## src/rtl/idse_regs.svh

```systemverilog
// timing counts, instruction lengths and encodings of the step/shift executor
`ifndef IDSE_REGS_SVH
`define IDSE_REGS_SVH

// ==========================================================
// short immediate select (0 selects a step of one)
`define IDSE_STEP_SEL_2    2'h1
`define IDSE_STEP_SEL_4    2'h2

// ==========================================================
// register step and shift forms
`define IDSE_B_REG_BIN     3'h3
`define IDSE_B_REG_SRC     3'h2
`define IDSE_S_REG_BIN     8'h02
`define IDSE_S_REG_SRC     8'h01
`define IDSE_S_DUP_BIN     8'h04
`define IDSE_S_DUP_SRC     8'h03
`define IDSE_S_DDN_BIN     8'h05
`define IDSE_S_DDN_SRC     8'h04

// ==========================================================
// memory step forms and nibble swap
`define IDSE_B_DIR         3'h2
`define IDSE_S_DIR         8'h02
`define IDSE_B_IND_BIN     3'h1
`define IDSE_B_IND_SRC     3'h2
`define IDSE_S_IND_BIN     8'h03
`define IDSE_S_IND_SRC     8'h04
`define IDSE_B_SWAP        3'h1
`define IDSE_S_SWAP        8'h02

// ==========================================================
// extra states by operand location
`define IDSE_ADD_IO_LONG   8'h02
`define IDSE_ADD_PER_LONG  8'h03
`define IDSE_ADD_IO_SHORT  8'h01
`define IDSE_ADD_PER_SHORT 8'h02
`define IDSE_EXT_BASE      8'h02

`endif
```

## src/rtl/idse_pkg.sv

```systemverilog
// types of the step/shift executor
package idse_pkg;

  typedef enum logic [3:0] {
    IDSE_OP_STEP_UP_REG       = 4'h0,
    IDSE_OP_STEP_DOWN_REG     = 4'h1,
    IDSE_OP_STEP_UP_DIR       = 4'h2,
    IDSE_OP_STEP_DOWN_DIR     = 4'h3,
    IDSE_OP_STEP_UP_IND       = 4'h4,
    IDSE_OP_STEP_DOWN_IND     = 4'h5,
    IDSE_OP_SHIFT_LEFT        = 4'h6,
    IDSE_OP_SHIFT_RIGHT_ARITH = 4'h7,
    IDSE_OP_SHIFT_RIGHT_LOGIC = 4'h8,
    IDSE_OP_SWAP_NIBBLE       = 4'h9
  } idse_op_t;

  typedef enum logic [1:0] {
    IDSE_W_BYTE  = 2'h0,
    IDSE_W_WORD  = 2'h1,
    IDSE_W_DWORD = 2'h2
  } idse_width_t;

  typedef enum logic [1:0] {
    IDSE_LOC_RAM    = 2'h0,
    IDSE_LOC_IO     = 2'h1,
    IDSE_LOC_PERIPH = 2'h2,
    IDSE_LOC_EXT    = 2'h3
  } idse_loc_t;

  typedef enum logic [1:0] {
    IDSE_ST_IDLE = 2'b01,
    IDSE_ST_RUN  = 2'b10
  } idse_state_t;

  typedef struct packed {
    idse_state_t state;
    logic [7:0]  cnt;
    idse_op_t    op;
    idse_width_t width;
    logic [1:0]  step_sel;
    logic [31:0] opnd;
    logic [2:0]  bytes;
    logic [7:0]  states;
    logic [31:0] result;
    logic        carry;
    logic        carry_upd;
    logic        done;
  } idse_exec_st_t;

endpackage

```

## src/rtl/idse_alu.sv

```systemverilog
// operand datapath of the step/shift executor
`timescale 1ns/1ps
`default_nettype none
`include "idse_regs.svh"

module idse_alu
  import idse_pkg::*;
(
  // operation
  input  wire idse_op_t    i_op,
  input  wire idse_width_t i_width,
  input  wire logic [1:0]  i_step_sel,
  input  wire logic [31:0] i_operand,
  // result
  output logic [31:0]      o_result,
  output logic             o_carry
);

  logic [31:0] amt;
  logic [31:0] raw;
  logic        wide;

  always_comb begin
    wide = (i_width != IDSE_W_BYTE);
    case (i_step_sel)
      `IDSE_STEP_SEL_2: amt = 32'h0000_0002;
      `IDSE_STEP_SEL_4: amt = 32'h0000_0004;
      default:          amt = 32'h0000_0001;
    endcase
    raw     = i_operand;
    o_carry = 1'b0;
    case (i_op)
      IDSE_OP_STEP_UP_REG,
      IDSE_OP_STEP_UP_DIR,
      IDSE_OP_STEP_UP_IND:   raw = i_operand + amt;
      IDSE_OP_STEP_DOWN_REG,
      IDSE_OP_STEP_DOWN_DIR,
      IDSE_OP_STEP_DOWN_IND: raw = i_operand - amt;
      // RULE_09 RULE_10 left shift
      IDSE_OP_SHIFT_LEFT: begin
        raw     = {i_operand[30:0], 1'b0};
        o_carry = wide ? i_operand[15] : i_operand[7];
      end
      // RULE_11 arithmetic right
      IDSE_OP_SHIFT_RIGHT_ARITH: begin
        raw     = wide ? {16'h0000, i_operand[15], i_operand[15:1]}
                       : {24'h00_0000, i_operand[7], i_operand[7:1]};
        o_carry = i_operand[0];
      end
      // RULE_12 logical right
      IDSE_OP_SHIFT_RIGHT_LOGIC: begin
        raw     = wide ? {17'h0_0000, i_operand[15:1]}
                       : {25'h000_0000, i_operand[7:1]};
        o_carry = i_operand[0];
      end
      // RULE_13 nibble swap
      IDSE_OP_SWAP_NIBBLE: raw = {24'h00_0000, i_operand[3:0], i_operand[7:4]};
      default: raw = i_operand;
    endcase
    case (i_width)
      IDSE_W_BYTE:  o_result = {24'h00_0000, raw[7:0]};
      IDSE_W_WORD:  o_result = {16'h0000, raw[15:0]};
      default:      o_result = raw;
    endcase
  end

endmodule // idse_alu

`default_nettype wire

```

## src/rtl/idse_exec.sv

```systemverilog
// step, shift and nibble-swap executor with state-count timing
//
// Operation
// RULE_01: byte register steps 1/2/4, 3b2s or 2b1s
// RULE_02: word register step, 3b2s or 2b1s
// RULE_03: dword step 3b/2b, up 4/3, down 5/4
// RULE_04: direct step 2b2s; io +2, periph +3
// RULE_05: indirect step 1b3s or 2b4s
// RULE_06: external byte access adds N+2 states
// RULE_07: external word access adds 2(N+2) states
// RULE_08: short direct form: io +1, periph +2
// RULE_09: byte left shift, carry from top bit
// RULE_10: word left shift, same lengths and counts
// RULE_11: arithmetic right keeps top bit, carry bit0
// RULE_12: logical right clears top, carry bit0
// RULE_13: accumulator nibble swap, 1 byte 2 states
// RULE_14: total is base plus all additions
`timescale 1ns/1ps
`default_nettype none
`include "idse_regs.svh"

module idse_exec
  import idse_pkg::*;
#(
  parameter int WAIT_W = 4
)(
  // clock and reset
  input  wire logic              i_mclk,
  input  wire logic              i_arst_n,
  // request
  input  wire logic              i_start,
  input  wire idse_op_t          i_op,
  input  wire idse_width_t       i_width,
  input  wire logic [1:0]        i_step_sel,
  input  wire logic              i_src_mode,
  input  wire logic [31:0]       i_operand,
  // operand location
  input  wire idse_loc_t         i_loc,
  input  wire logic              i_dir_short,
  input  wire logic [WAIT_W-1:0] i_wait_n,
  // status
  output logic                   o_busy,
  output logic                   o_done,
  output logic [2:0]             o_bytes,
  output logic [7:0]             o_states,
  // result
  output logic [31:0]            o_result,
  output logic                   o_carry_flag,
  output logic                   o_carry_upd
);

  localparam idse_exec_st_t ST_RST = '{
    state: IDSE_ST_IDLE, cnt: 8'h00, op: IDSE_OP_STEP_UP_REG,
    width: IDSE_W_BYTE, step_sel: 2'h0, opnd: 32'h0000_0000,
    bytes: 3'h0, states: 8'h00, result: 32'h0000_0000,
    carry: 1'b0, carry_upd: 1'b0, done: 1'b0};

  idse_exec_st_t st_ff;
  idse_exec_st_t nxt_st;
  logic [2:0]    base_b;
  logic [7:0]    base_s;
  logic [7:0]    extra_s;
  logic [7:0]    ext_b;
  logic [7:0]    total_s;
  logic [31:0]   alu_res;
  logic          alu_cy;
  logic          take;
  logic          is_shift;

  // ==========================================================
  // datapath
  idse_alu u_alu (
    .i_op       (st_ff.op),
    .i_width    (st_ff.width),
    .i_step_sel (st_ff.step_sel),
    .i_operand  (st_ff.opnd),
    .o_result   (alu_res),
    .o_carry    (alu_cy)
  );

  // ==========================================================
  // base lengths and state counts
  always_comb begin
    base_b = i_src_mode ? `IDSE_B_REG_SRC : `IDSE_B_REG_BIN;
    base_s = i_src_mode ? `IDSE_S_REG_SRC : `IDSE_S_REG_BIN;
    case (i_op)
      // RULE_01 RULE_02 RULE_03 register step
      IDSE_OP_STEP_UP_REG: begin
        if (i_width == IDSE_W_DWORD) begin
          base_s = i_src_mode ? `IDSE_S_DUP_SRC : `IDSE_S_DUP_BIN;
        end
      end
      IDSE_OP_STEP_DOWN_REG: begin
        if (i_width == IDSE_W_DWORD) begin
          base_s = i_src_mode ? `IDSE_S_DDN_SRC : `IDSE_S_DDN_BIN;
        end
      end
      // RULE_04 direct step
      IDSE_OP_STEP_UP_DIR,
      IDSE_OP_STEP_DOWN_DIR: begin
        base_b = `IDSE_B_DIR;
        base_s = `IDSE_S_DIR;
      end
      // RULE_05 indirect step
      IDSE_OP_STEP_UP_IND,
      IDSE_OP_STEP_DOWN_IND: begin
        base_b = i_src_mode ? `IDSE_B_IND_SRC : `IDSE_B_IND_BIN;
        base_s = i_src_mode ? `IDSE_S_IND_SRC : `IDSE_S_IND_BIN;
      end
      // RULE_13 swap timing
      IDSE_OP_SWAP_NIBBLE: begin
        base_b = `IDSE_B_SWAP;
        base_s = `IDSE_S_SWAP;
      end
      default: begin
        base_b = i_src_mode ? `IDSE_B_REG_SRC : `IDSE_B_REG_BIN;
      end
    endcase
  end

  // ==========================================================
  // location additions
  always_comb begin
    // RULE_06 external byte
    ext_b   = 8'(i_wait_n) + `IDSE_EXT_BASE;
    extra_s = 8'h00;
    case (i_op)
      IDSE_OP_STEP_UP_DIR,
      IDSE_OP_STEP_DOWN_DIR: begin
        // RULE_08 short direct form
        if (i_loc == IDSE_LOC_IO) begin
          extra_s = i_dir_short ? `IDSE_ADD_IO_SHORT : `IDSE_ADD_IO_LONG;
        end else if (i_loc == IDSE_LOC_PERIPH) begin
          extra_s = i_dir_short ? `IDSE_ADD_PER_SHORT : `IDSE_ADD_PER_LONG;
        end
      end
      IDSE_OP_STEP_UP_IND,
      IDSE_OP_STEP_DOWN_IND: begin
        // RULE_07 external word
        if (i_loc == IDSE_LOC_EXT) begin
          extra_s = (i_width == IDSE_W_BYTE) ? ext_b : {ext_b[6:0], 1'b0};
        end
      end
      default: extra_s = 8'h00;
    endcase
    // RULE_14 total count
    total_s = base_s + extra_s;
  end

  // ==========================================================
  // sequencer
  assign take     = i_start && (st_ff.state == IDSE_ST_IDLE);
  assign is_shift = (st_ff.op == IDSE_OP_SHIFT_LEFT) ||
                    (st_ff.op == IDSE_OP_SHIFT_RIGHT_ARITH) ||
                    (st_ff.op == IDSE_OP_SHIFT_RIGHT_LOGIC);

  always_comb begin
    nxt_st           = st_ff;
    nxt_st.done      = 1'b0;
    nxt_st.carry_upd = 1'b0;
    case (st_ff.state)
      IDSE_ST_IDLE: begin
        if (i_start) begin
          nxt_st.state    = IDSE_ST_RUN;
          nxt_st.op       = i_op;
          nxt_st.width    = (i_op == IDSE_OP_SWAP_NIBBLE) ? IDSE_W_BYTE : i_width;
          nxt_st.step_sel = i_step_sel;
          nxt_st.opnd     = i_operand;
          nxt_st.bytes    = base_b;
          nxt_st.states   = total_s;
          nxt_st.cnt      = total_s;
        end
      end
      IDSE_ST_RUN: begin
        nxt_st.cnt = st_ff.cnt - 8'h01;
        // RULE_14 finish after count
        if (st_ff.cnt == 8'h01) begin
          nxt_st.state  = IDSE_ST_IDLE;
          nxt_st.done   = 1'b1;
          nxt_st.result = alu_res;
          if (is_shift) begin
            nxt_st.carry     = alu_cy;
            nxt_st.carry_upd = 1'b1;
          end
        end
      end
      default: nxt_st = ST_RST;
    endcase
  end

  always_ff @(posedge i_mclk or negedge i_arst_n) begin
    if (!i_arst_n) begin
      st_ff <= ST_RST;
    end else begin
      st_ff <= nxt_st;
    end
  end

  assign o_busy       = st_ff.state[1];
  assign o_done       = st_ff.done;
  assign o_bytes      = st_ff.bytes;
  assign o_states     = st_ff.states;
  assign o_result     = st_ff.result;
  assign o_carry_flag = st_ff.carry;
  assign o_carry_upd  = st_ff.carry_upd;

  // ==========================================================
  // checks
  logic [7:0] h_cyc_ff;

  always_ff @(posedge i_mclk or negedge i_arst_n) begin
    if (!i_arst_n) begin
      h_cyc_ff <= 8'h00;
    end else if (take) begin
      h_cyc_ff <= 8'h00;
    end else if (o_busy) begin
      h_cyc_ff <= h_cyc_ff + 8'h01;
    end
  end
endmodule // idse_exec

`default_nettype wire

```

## config.mk

```make
export PLATFORM = sky130hd
export DESIGN_NAME = idse_exec
export DESIGN_NICKNAME = d
export VERILOG_FILES = /design/src/rtl/idse_pkg.sv /design/src/rtl/idse_alu.sv /design/src/rtl/idse_exec.sv
export VERILOG_INCLUDE_DIRS = /design/src /design/src/rtl
export SDC_FILE = /design/constraint.sdc
export NUM_CORES = 1
export LEC_CHECK = 0
export BUFFER_PORTS_ARGS = -buffer_cell sky130_fd_sc_hd__buf_2
export CAP_MARGIN = 30
export CELL_PAD_IN_SITES_DETAIL_PLACEMENT = 0
export CELL_PAD_IN_SITES_GLOBAL_PLACEMENT = 2
export CORE_MARGIN = 4
export CORE_UTILIZATION = 37
export DETAILED_ROUTE_END_ITERATION = 10
export GPL_ROUTABILITY_DRIVEN = 1
export PLACE_DENSITY = 0.89
export SLEW_MARGIN = 20
export SYNTH_ARGS = -nofsm -noshare
export SYNTH_HDL_FRONTEND = slang
export SYNTH_SLANG_ARGS = --single-unit
```

## constraint.sdc

```tcl
create_clock -name i_mclk -period 6.61 [get_ports i_mclk]
set_input_delay 0 -clock i_mclk [delete_from_list [all_inputs] [get_ports i_mclk]]
set_output_delay 0 -clock i_mclk [all_outputs]
set_load 0.01 [all_outputs]
```

==> reports/metrics.yaml, run 1 <==
outcome:
  status: "finished clean"
timing:
  period_needed_ns: 4.264
  setup_viol: 0
  rsz0062_at_grt: "no"
  worst_slew_pin_slew_ns: 0.7972
  setup_tns_ns: 0
  fin_worst_skew_ns: 0.01399
  final-max-slew-violation-count: 0
  hold_viol_final: 0
  period_share: 0.6450
  fmax_ghz: 0.2345
  relSlewSlack: 0.4686
cts:
  tritoncts: "yes"
  cts_buffers: 9
  htree_levels: 3
  clkLatencyLatePin_ns: 0.36
  root_buffer: "clkbuf_16"
  cts_setup_buffers: 0
  cts_sinks: 94
  ctsHoldBuffers: 42
  cts_buffer_depth: 2
  ctsResizeCount: 0
  clkTransAtPathRegs_ns: 0.07
global_routing:
  grtUsageMet2: 0.3010
  grt_start_max_net_pins: 59
  use_met3: 0.02344
  grt_pass1_wl_um: 33960
  busiest_layer: "met2"
  first_global_vias: 6432
  grt_remaining_overflow: 0
  grt_util_met1: 0.2743
  antenna_found_initial: 0
  track_usage: 0.1910
worst_setup_path:
  rr_endpoint: "o_result[26]"
  reg2reg_depth: 15
  critical-path-top-delay-family: "compound AO/OA/AOI/OAI gates"
  cp.buffers_inverters: 2
  critPathArrivalTime_ns: 4.48
  cpMaxStageDelayCell: "dfrtp_1"
  startpoint_type: "register"
  worstSetupPathType: "register to register"
  crit_path_cell_trace: "a21oi_1, buf_4, nand2_1, inv_1, nand2_1, o21ai_0, fa_1, a21o_1, a31o_2, a211oi_2, o221ai_2, o31ai_2, o21ai_0, xnor2_1, o21ai_1"
  end_kind: "register"
  worstPathRequired_ns: 6.82
  path_max_fanout: 19
  r2r_start: "st_ff[84]"
  r2r_setup_slack_ns: 2.35
  critPathMaxStageDelay_ns: 0.67
final_layout:
  fillCellCount: 1909
  design_area_um2: 8269
  layout-area-overhead-vs-synth_pct: 15.83
  drive_gt1_frac: 0.1555
  n_antenna_cell: 0
  final_util: 0.4391
  fin_nets: 1051
power_and_ir_drop:
  leakage_nw: 3.884
  pwr_density_cell_nw_per_um2: 447.4
  ir_worst_vdd_mv: 0.1874
synth:
  synth_cell_types: 77
  syn-instance-count: 885
  synth_warnings: 0
  netlist_area_um2: 7139
  synth.avg_cell_area_um2: 8.067
  seq_area_frac_synth: 0.3297
  synthArstFlopShare: 1.000
  synth_seq_cells: 94
  synth_flop_cell: "dfrtp_1"
  synth_edf_count: 0
routing:
  remaining_drc_errors: 0
  routed-via-count: 6484
  drtIter0Drc: 573
  wl_per_cell_um: 16.86
  dr.pass1.iters: 5
  via_per_inst: 5.323
  ant_nets: 0
  wirelength_um: 20540
die:
  die_area_um2: 21580
  rows: 50
  ios: 98
  coreArea_um2: 18830
  initial_core_util: 0.3791
  die_x_um: 146.9
  die_y_um: 146.9
min_path:
  holdPathStages: 4
  worstHoldStart: "i_src_mode"
  hp-class: "input port to register"
  hold_path_end: "o_bytes[0]"
place:
  gp_congestion: 0.9079
  post_dp_cell_area_um2: 7522
  hpwlAfterDp_um: 14980
  port_buffers: 95
flow_run:
  drv_cap: 0
worst max-delay path by stage:
stage                          from           end  slack (ns)  cells after the start
final                     st_ff[84]  o_result[26]        2.35                     15
after global routing      st_ff[84]  o_result[26]        2.00                     15
after CTS                 st_ff[84]  o_result[26]        2.38                     15
after detailed placement  st_ff[84]  o_result[26]        2.40                     15
after global placement    st_ff[84]  o_result[26]        2.51                     15
after floorplan           st_ff[83]  o_result[26]        2.93                     13
cell usage after synthesis (5+ instances only):
cell type | count | area (um^2)
a211oi_1 | 6 | 45.04
a21o_1 | 11 | 82.58
a21oi_1 | 70 | 350.3
a221o_1 | 6 | 60.06
a221oi_1 | 9 | 78.83
a22o_1 | 17 | 148.9
a22oi_1 | 18 | 135.1
a31oi_1 | 5 | 31.28
buf_4 | 43 | 322.8
clkbuf_1 | 43 | 161.4
dfrtp_1 | 93 | 2327
ha_1 | 45 | 563.0
inv_1 | 26 | 97.59
nand2_1 | 147 | 551.8
nand2b_1 | 12 | 75.07
nand3_1 | 54 | 270.3
nand4_1 | 10 | 62.56
nor2_1 | 47 | 176.4
nor2b_1 | 8 | 50.05
nor3_1 | 8 | 40.04
o21ai_0 | 66 | 330.3
o21ai_1 | 15 | 75.07
o22ai_1 | 8 | 50.05
o31ai_1 | 9 | 67.56
xnor2_1 | 20 | 175.2
xor2_1 | 12 | 105.1
per-stage QoR:
step	setup WS, ns	total power [mW]	hold WS (ns)	cells
2_1_floorplan	2.933	2.557	-0.2956	886
3_3_place_gp	2.507	3.117	-0.006918	1156
3_5_place_dp	2.404	3.130	-0.002734	1157
4_1_cts	2.382	3.694	0.07945	1215
5_1_grt	1.997	4.027	0.1133	1218
6_report	2.346	3.699	0.08846	1218
where the power goes:
group	internal [mW]	total (mW)	leakage, nW	switching, mW
Combinational	0.807	2.17	2.47	1.36
Clock	0.302	0.535	0.148	0.232
Sequential	0.734	0.995	1.27	0.261
Total	1.84	3.70	3.88	1.86
cells in the final DEF, fill, tap and decap left out, types with 9 or more instances in the layout:
cell type / instances
a21o_1: 11
a21oi_1: 70
a221oi_1: 9
a22o_1: 17
a22oi_1: 18
buf_2: 94
buf_4: 9
clkbuf_16: 9
dfrtp_1: 93
dlygate4sd3_1: 42
ha_1: 44
inv_1: 26
nand2_1: 147
nand2b_1: 11
nand3_1: 54
nand4_1: 10
nor2_1: 46
o21ai_0: 65
o21ai_1: 16
o31ai_1: 9
xnor2_1: 20
xor2_1: 12
cell families after synthesis:
kind of cell	count (synthesis)	share of synthesized area
AOI/OAI and AO/OA	278	0.2539
muxes	5	0.007186
xor gates and xnor gates	32	0.03926
other	1	0.0005253
and+or+nand+nor	310	0.2000
adders and majority gates	47	0.08447
buffers and inverters	118	0.08500
DFF	94	0.3297
layout make-up:
| type | count | area (um^2) | area share |
|---|---|---|---|
| tap | 260 | 325.3 | 0.03934 |
| timing repair buffer | 148 | 997.2 | 0.1206 |
| sequential | 94 | 2354 | 0.2846 |
| clock inverter | 6 | 61.31 | 0.007414 |
| multi-input combinational | 674 | 4195 | 0.5073 |
| inverter | 26 | 97.59 | 0.01180 |
| clock buffer | 10 | 239.0 | 0.02890 |
worst min-delay path, stage by stage:
cell and delay, ns:
buf_2 0.13, a21oi_1 0.07, o21ai_0 0.12, o21ai_0 0.08
layer usage:
metal  routed length [um]  vias to the layer above
met3                  793                       22
met4                  317                        0
met1                10110                     3036
met5                    0                        -
met2                 9315                      150
li1                     -                     3276
flip-flops by register name (all words and copies together) (netlist names):
name,cells
o_carry_upd,1
o_states,7
o_busy,1
o_bytes,2
st_ff,49
o_done,1
o_carry_flag,1
o_result,32
No activity file was read; power rests on OpenSTA's default activity.
==> run 2, diff against run 1 <==
- ABC_AREA: not set -> 1
- CORE_UTILIZATION: 37 -> 29
- PLACE_DENSITY: 0.89 -> 0.8
- clock period: 6.61 -> 3.6 ns (I/O delays scaled with it)
==> run 2 against run 1 <==
Effect of this change:
- register-to-register slack lost 1.8 ns
- critical path depth increased by 3
- clock-buffer cell count rose by 1
- area after synthesis grew 12%
- die area up 40%
- routed wire length rose by 30%
- sequential share of layout area is 2.9 points lower
- global-route usage decreased by 1.5 points
- power up 88%
- clock skew shrank 0.00092 ns
==> reports/metrics.yaml, run 2 <==
outcome:
  status: "finished clean"
die:
  rows: 60
  die_area_um2: 30190
  coreArea_um2: 27030
  die_x_um: 173.7
  die_y_um: 173.7
  ios: 98
  initial_core_util: 0.2948
routing:
  drtIter0Drc: 430
  wl_per_cell_um: 15.87
  dr.pass1.iters: 6
  via_per_inst: 4.754
  wirelength_um: 26610
  remaining_drc_errors: 0
  ant_nets: 0
  routed-via-count: 7967
final_layout:
  fin_nets: 1428
  n_antenna_cell: 0
  largest_reg_flops: 49
  final-seq-area_um2: 2354
  largest-register: "st_ff"
  design_area_um2: 9194
  layout_commonest_cell: "nand2_1"
  multiInputGateArea_um2: 4363
  layout-area-overhead-vs-synth_pct: 15.41
  final_util: 0.3402
  mostFrequentLayoutCells: "nand2_1, inv_1, nand3_1"
  fillCellCount: 3032
  drive_gt1_frac: 0.1146
worst_setup_path:
  path_max_fanout: 8
  crit_path_cell_trace: "inv_2, nand2_1, inv_2, nand2_2, inv_1, buf_4, ha_1, nand2_1, nor2_1, nand3_1, nand3_1, nand2_1, nand2_1, nand2_1, nand3_1, nand3_1, nand2_1, nand2_1"
  end_kind: "register"
  critPathArrivalTime_ns: 3.25
  startpoint_type: "register"
  worstPathRequired_ns: 3.84
  critPathMaxStageDelay_ns: 0.47
  cpMaxStageDelayCell: "dfrtp_1"
  r2r_start: "st_ff[85]"
  rr_endpoint: "o_result[18]"
  r2r_setup_slack_ns: 0.59
  cpMostUsedCell: "nand2_1"
  worstSetupPathType: "register to register"
  reg2reg_depth: 18
place:
  port_buffers: 95
  hpwlAfterDp_um: 20560
  post_dp_cell_area_um2: 8496
  gp_congestion: 0.8621
min_path:
  hold_path_end: "st_ff[83]"
  holdPathStages: 3
  worstHoldStart: "i_op[1]"
  hp-class: "input port to register"
synth:
  synthArstFlopShare: 1.000
  muxShareOfSynthArea: 0
  netlist_top_cells_count: "nand2_1, inv_1, nand3_1"
  syn-instance-count: 1245
  synth_flop_cell: "dfrtp_1"
  synth_cell_types: 49
  synth_top_family_by_area: "simple AND/OR/NAND/NOR gates"
  yosys-top-cells-area: "dfrtp_1, nand2_1, inv_1"
  synth_edf_count: 0
  synth.avg_cell_area_um2: 6.399
  synth_compound_area_frac: 0.1440
  synth_seq_cells: 94
  synth_warnings: 0
  synthXorXnorAreaFrac: 0.004398
  yosysTopAreaCell: "dfrtp_1"
  yosysMostFrequentCell: "nand2_1"
  synth_top_cell_area_share: 0.2921
  netlist_area_um2: 7966
  synthAdderAreaFrac: 0.07570
  seq_area_frac_synth: 0.2954
  yosys.area_share.simple: 0.3217
cts:
  clkLatencyLatePin_ns: 0.36
  ctsResizeCount: 0
  cts_buffers: 9
  htree_levels: 3
  root_buffer: "clkbuf_16"
  cts_sinks: 94
  clkTransAtPathRegs_ns: 0.07
  cts_buffer_depth: 2
  tritoncts: "yes"
power_and_ir_drop:
  power.total_mw: 6.970
  ir_worst_vdd_mv: 0.3130
  leakage_nw: 5.117
  pwr_density_cell_nw_per_um2: 758.1
timing:
  worst_slew_pin_slew_ns: 0.7632
  setup_tns_ns: 0
  period_share: 0.8365
  hold_viol_final: 0
  fmax_ghz: 0.3321
  period_needed_ns: 3.012
  setup_viol: 0
  final-max-slew-violation-count: 0
  relSlewSlack: 0.4905
  fin_worst_skew_ns: 0.01306
  holdWs_ns: 0.02092
  rsz0062_at_grt: "no"
global_routing:
  grt_pass1_wl_um: 42810
  grt_remaining_overflow: 0
  antenna_found_initial: 0
  first_global_vias: 7908
  grt_start_max_net_pins: 42
  track_usage: 0.1757
flow_run:
  drv_cap: 0
==> run 2: changes by cell type in the layout (fill, tap and decap cells not counted), sizes merged, moves of 11 or more <==
cell	before	now
a22o	17	0
xor2	12	1
nand3	54	103
nor2	49	74
xnor2	20	3
nand2	147	401
nand2b	13	0
a22oi	18	0
inv	26	209
o21ai	81	103
==> run 2: worst max-delay path by stage <==
stage / start / end / slack, ns / depth (start not counted)
after floorplan: st_ff[85] / o_result[24] / 0.85 / 20
after global placement: st_ff[85] / o_result[18] / 0.56 / 18
after detailed placement: st_ff[85] / o_result[18] / 0.59 / 18
after CTS: st_ff[85] / o_result[18] / 0.60 / 18
after global routing: st_ff[85] / o_result[30] / 0.36 / 20
final: st_ff[85] / o_result[18] / 0.59 / 18
==> run 2: power by group <==
part           switching (mW)  internal, mW
sequential              0.287          1.36
combinational            3.00          1.38
clock                   0.453         0.489
==> run 2: worst max-delay path, delay by kind of cell (launching register included) <==
family / cells / cell delay [ns]
flip-flops: 1 / 0.47
AND/OR/NAND/NOR: 13 / 1.67
adder cells (fa/ha/maj): 1 / 0.37
buffers and inverters: 4 / 0.39
==> run 2: final cells by class <==
cell class                      count  share of cell area
Inverter                          209             0.08560
Multi-Input combinational cell    869              0.4746
Timing Repair Buffer              147              0.1072
Sequential cell                    94              0.2560
Clock inverter                      5            0.003811
Clock buffer                       11             0.02640
Tap cell                          341             0.04641
==> run 2: cell families (layout without fill, tap and decap cells) <==
logic type | after synthesis | after routing
AOI/OAI and AO/OA | 209 | 209
xor gates and xnor gates | 4 | 4
adders and majority gates | 47 | 47
buffers and inverters | 283 | 372
DFF | 94 | 94
other | 1 | 2
and+or+nand+nor | 607 | 607
==> run 2: stage by stage <==
step / instances / setup slack, ns
floorplan: 1246 / 0.8542
global placement: 1617 / 0.5616
detailed placement: 1618 / 0.5910
CTS: 1676 / 0.5968
global route: 1676 / 0.3591
finish: 1676 / 0.5885
==> run 2: what timing repair did <==
action                                 CTS  global route
endpoints found under the hold margin   77             0
hold buffers                            42             0
buffers inserted                         0             0
==> run 2: per-layer routing <==
metal / vias to the layer above / wire, um / track usage
met2: 148 / 12600 / 0.3008
met5: - / 0 / 0
met3: 12 / 1147 / 0.02268
li1: 4098 / - / -
met1: 3709 / 12620 / 0.2406
met4: 0 / 229 / 0.03101
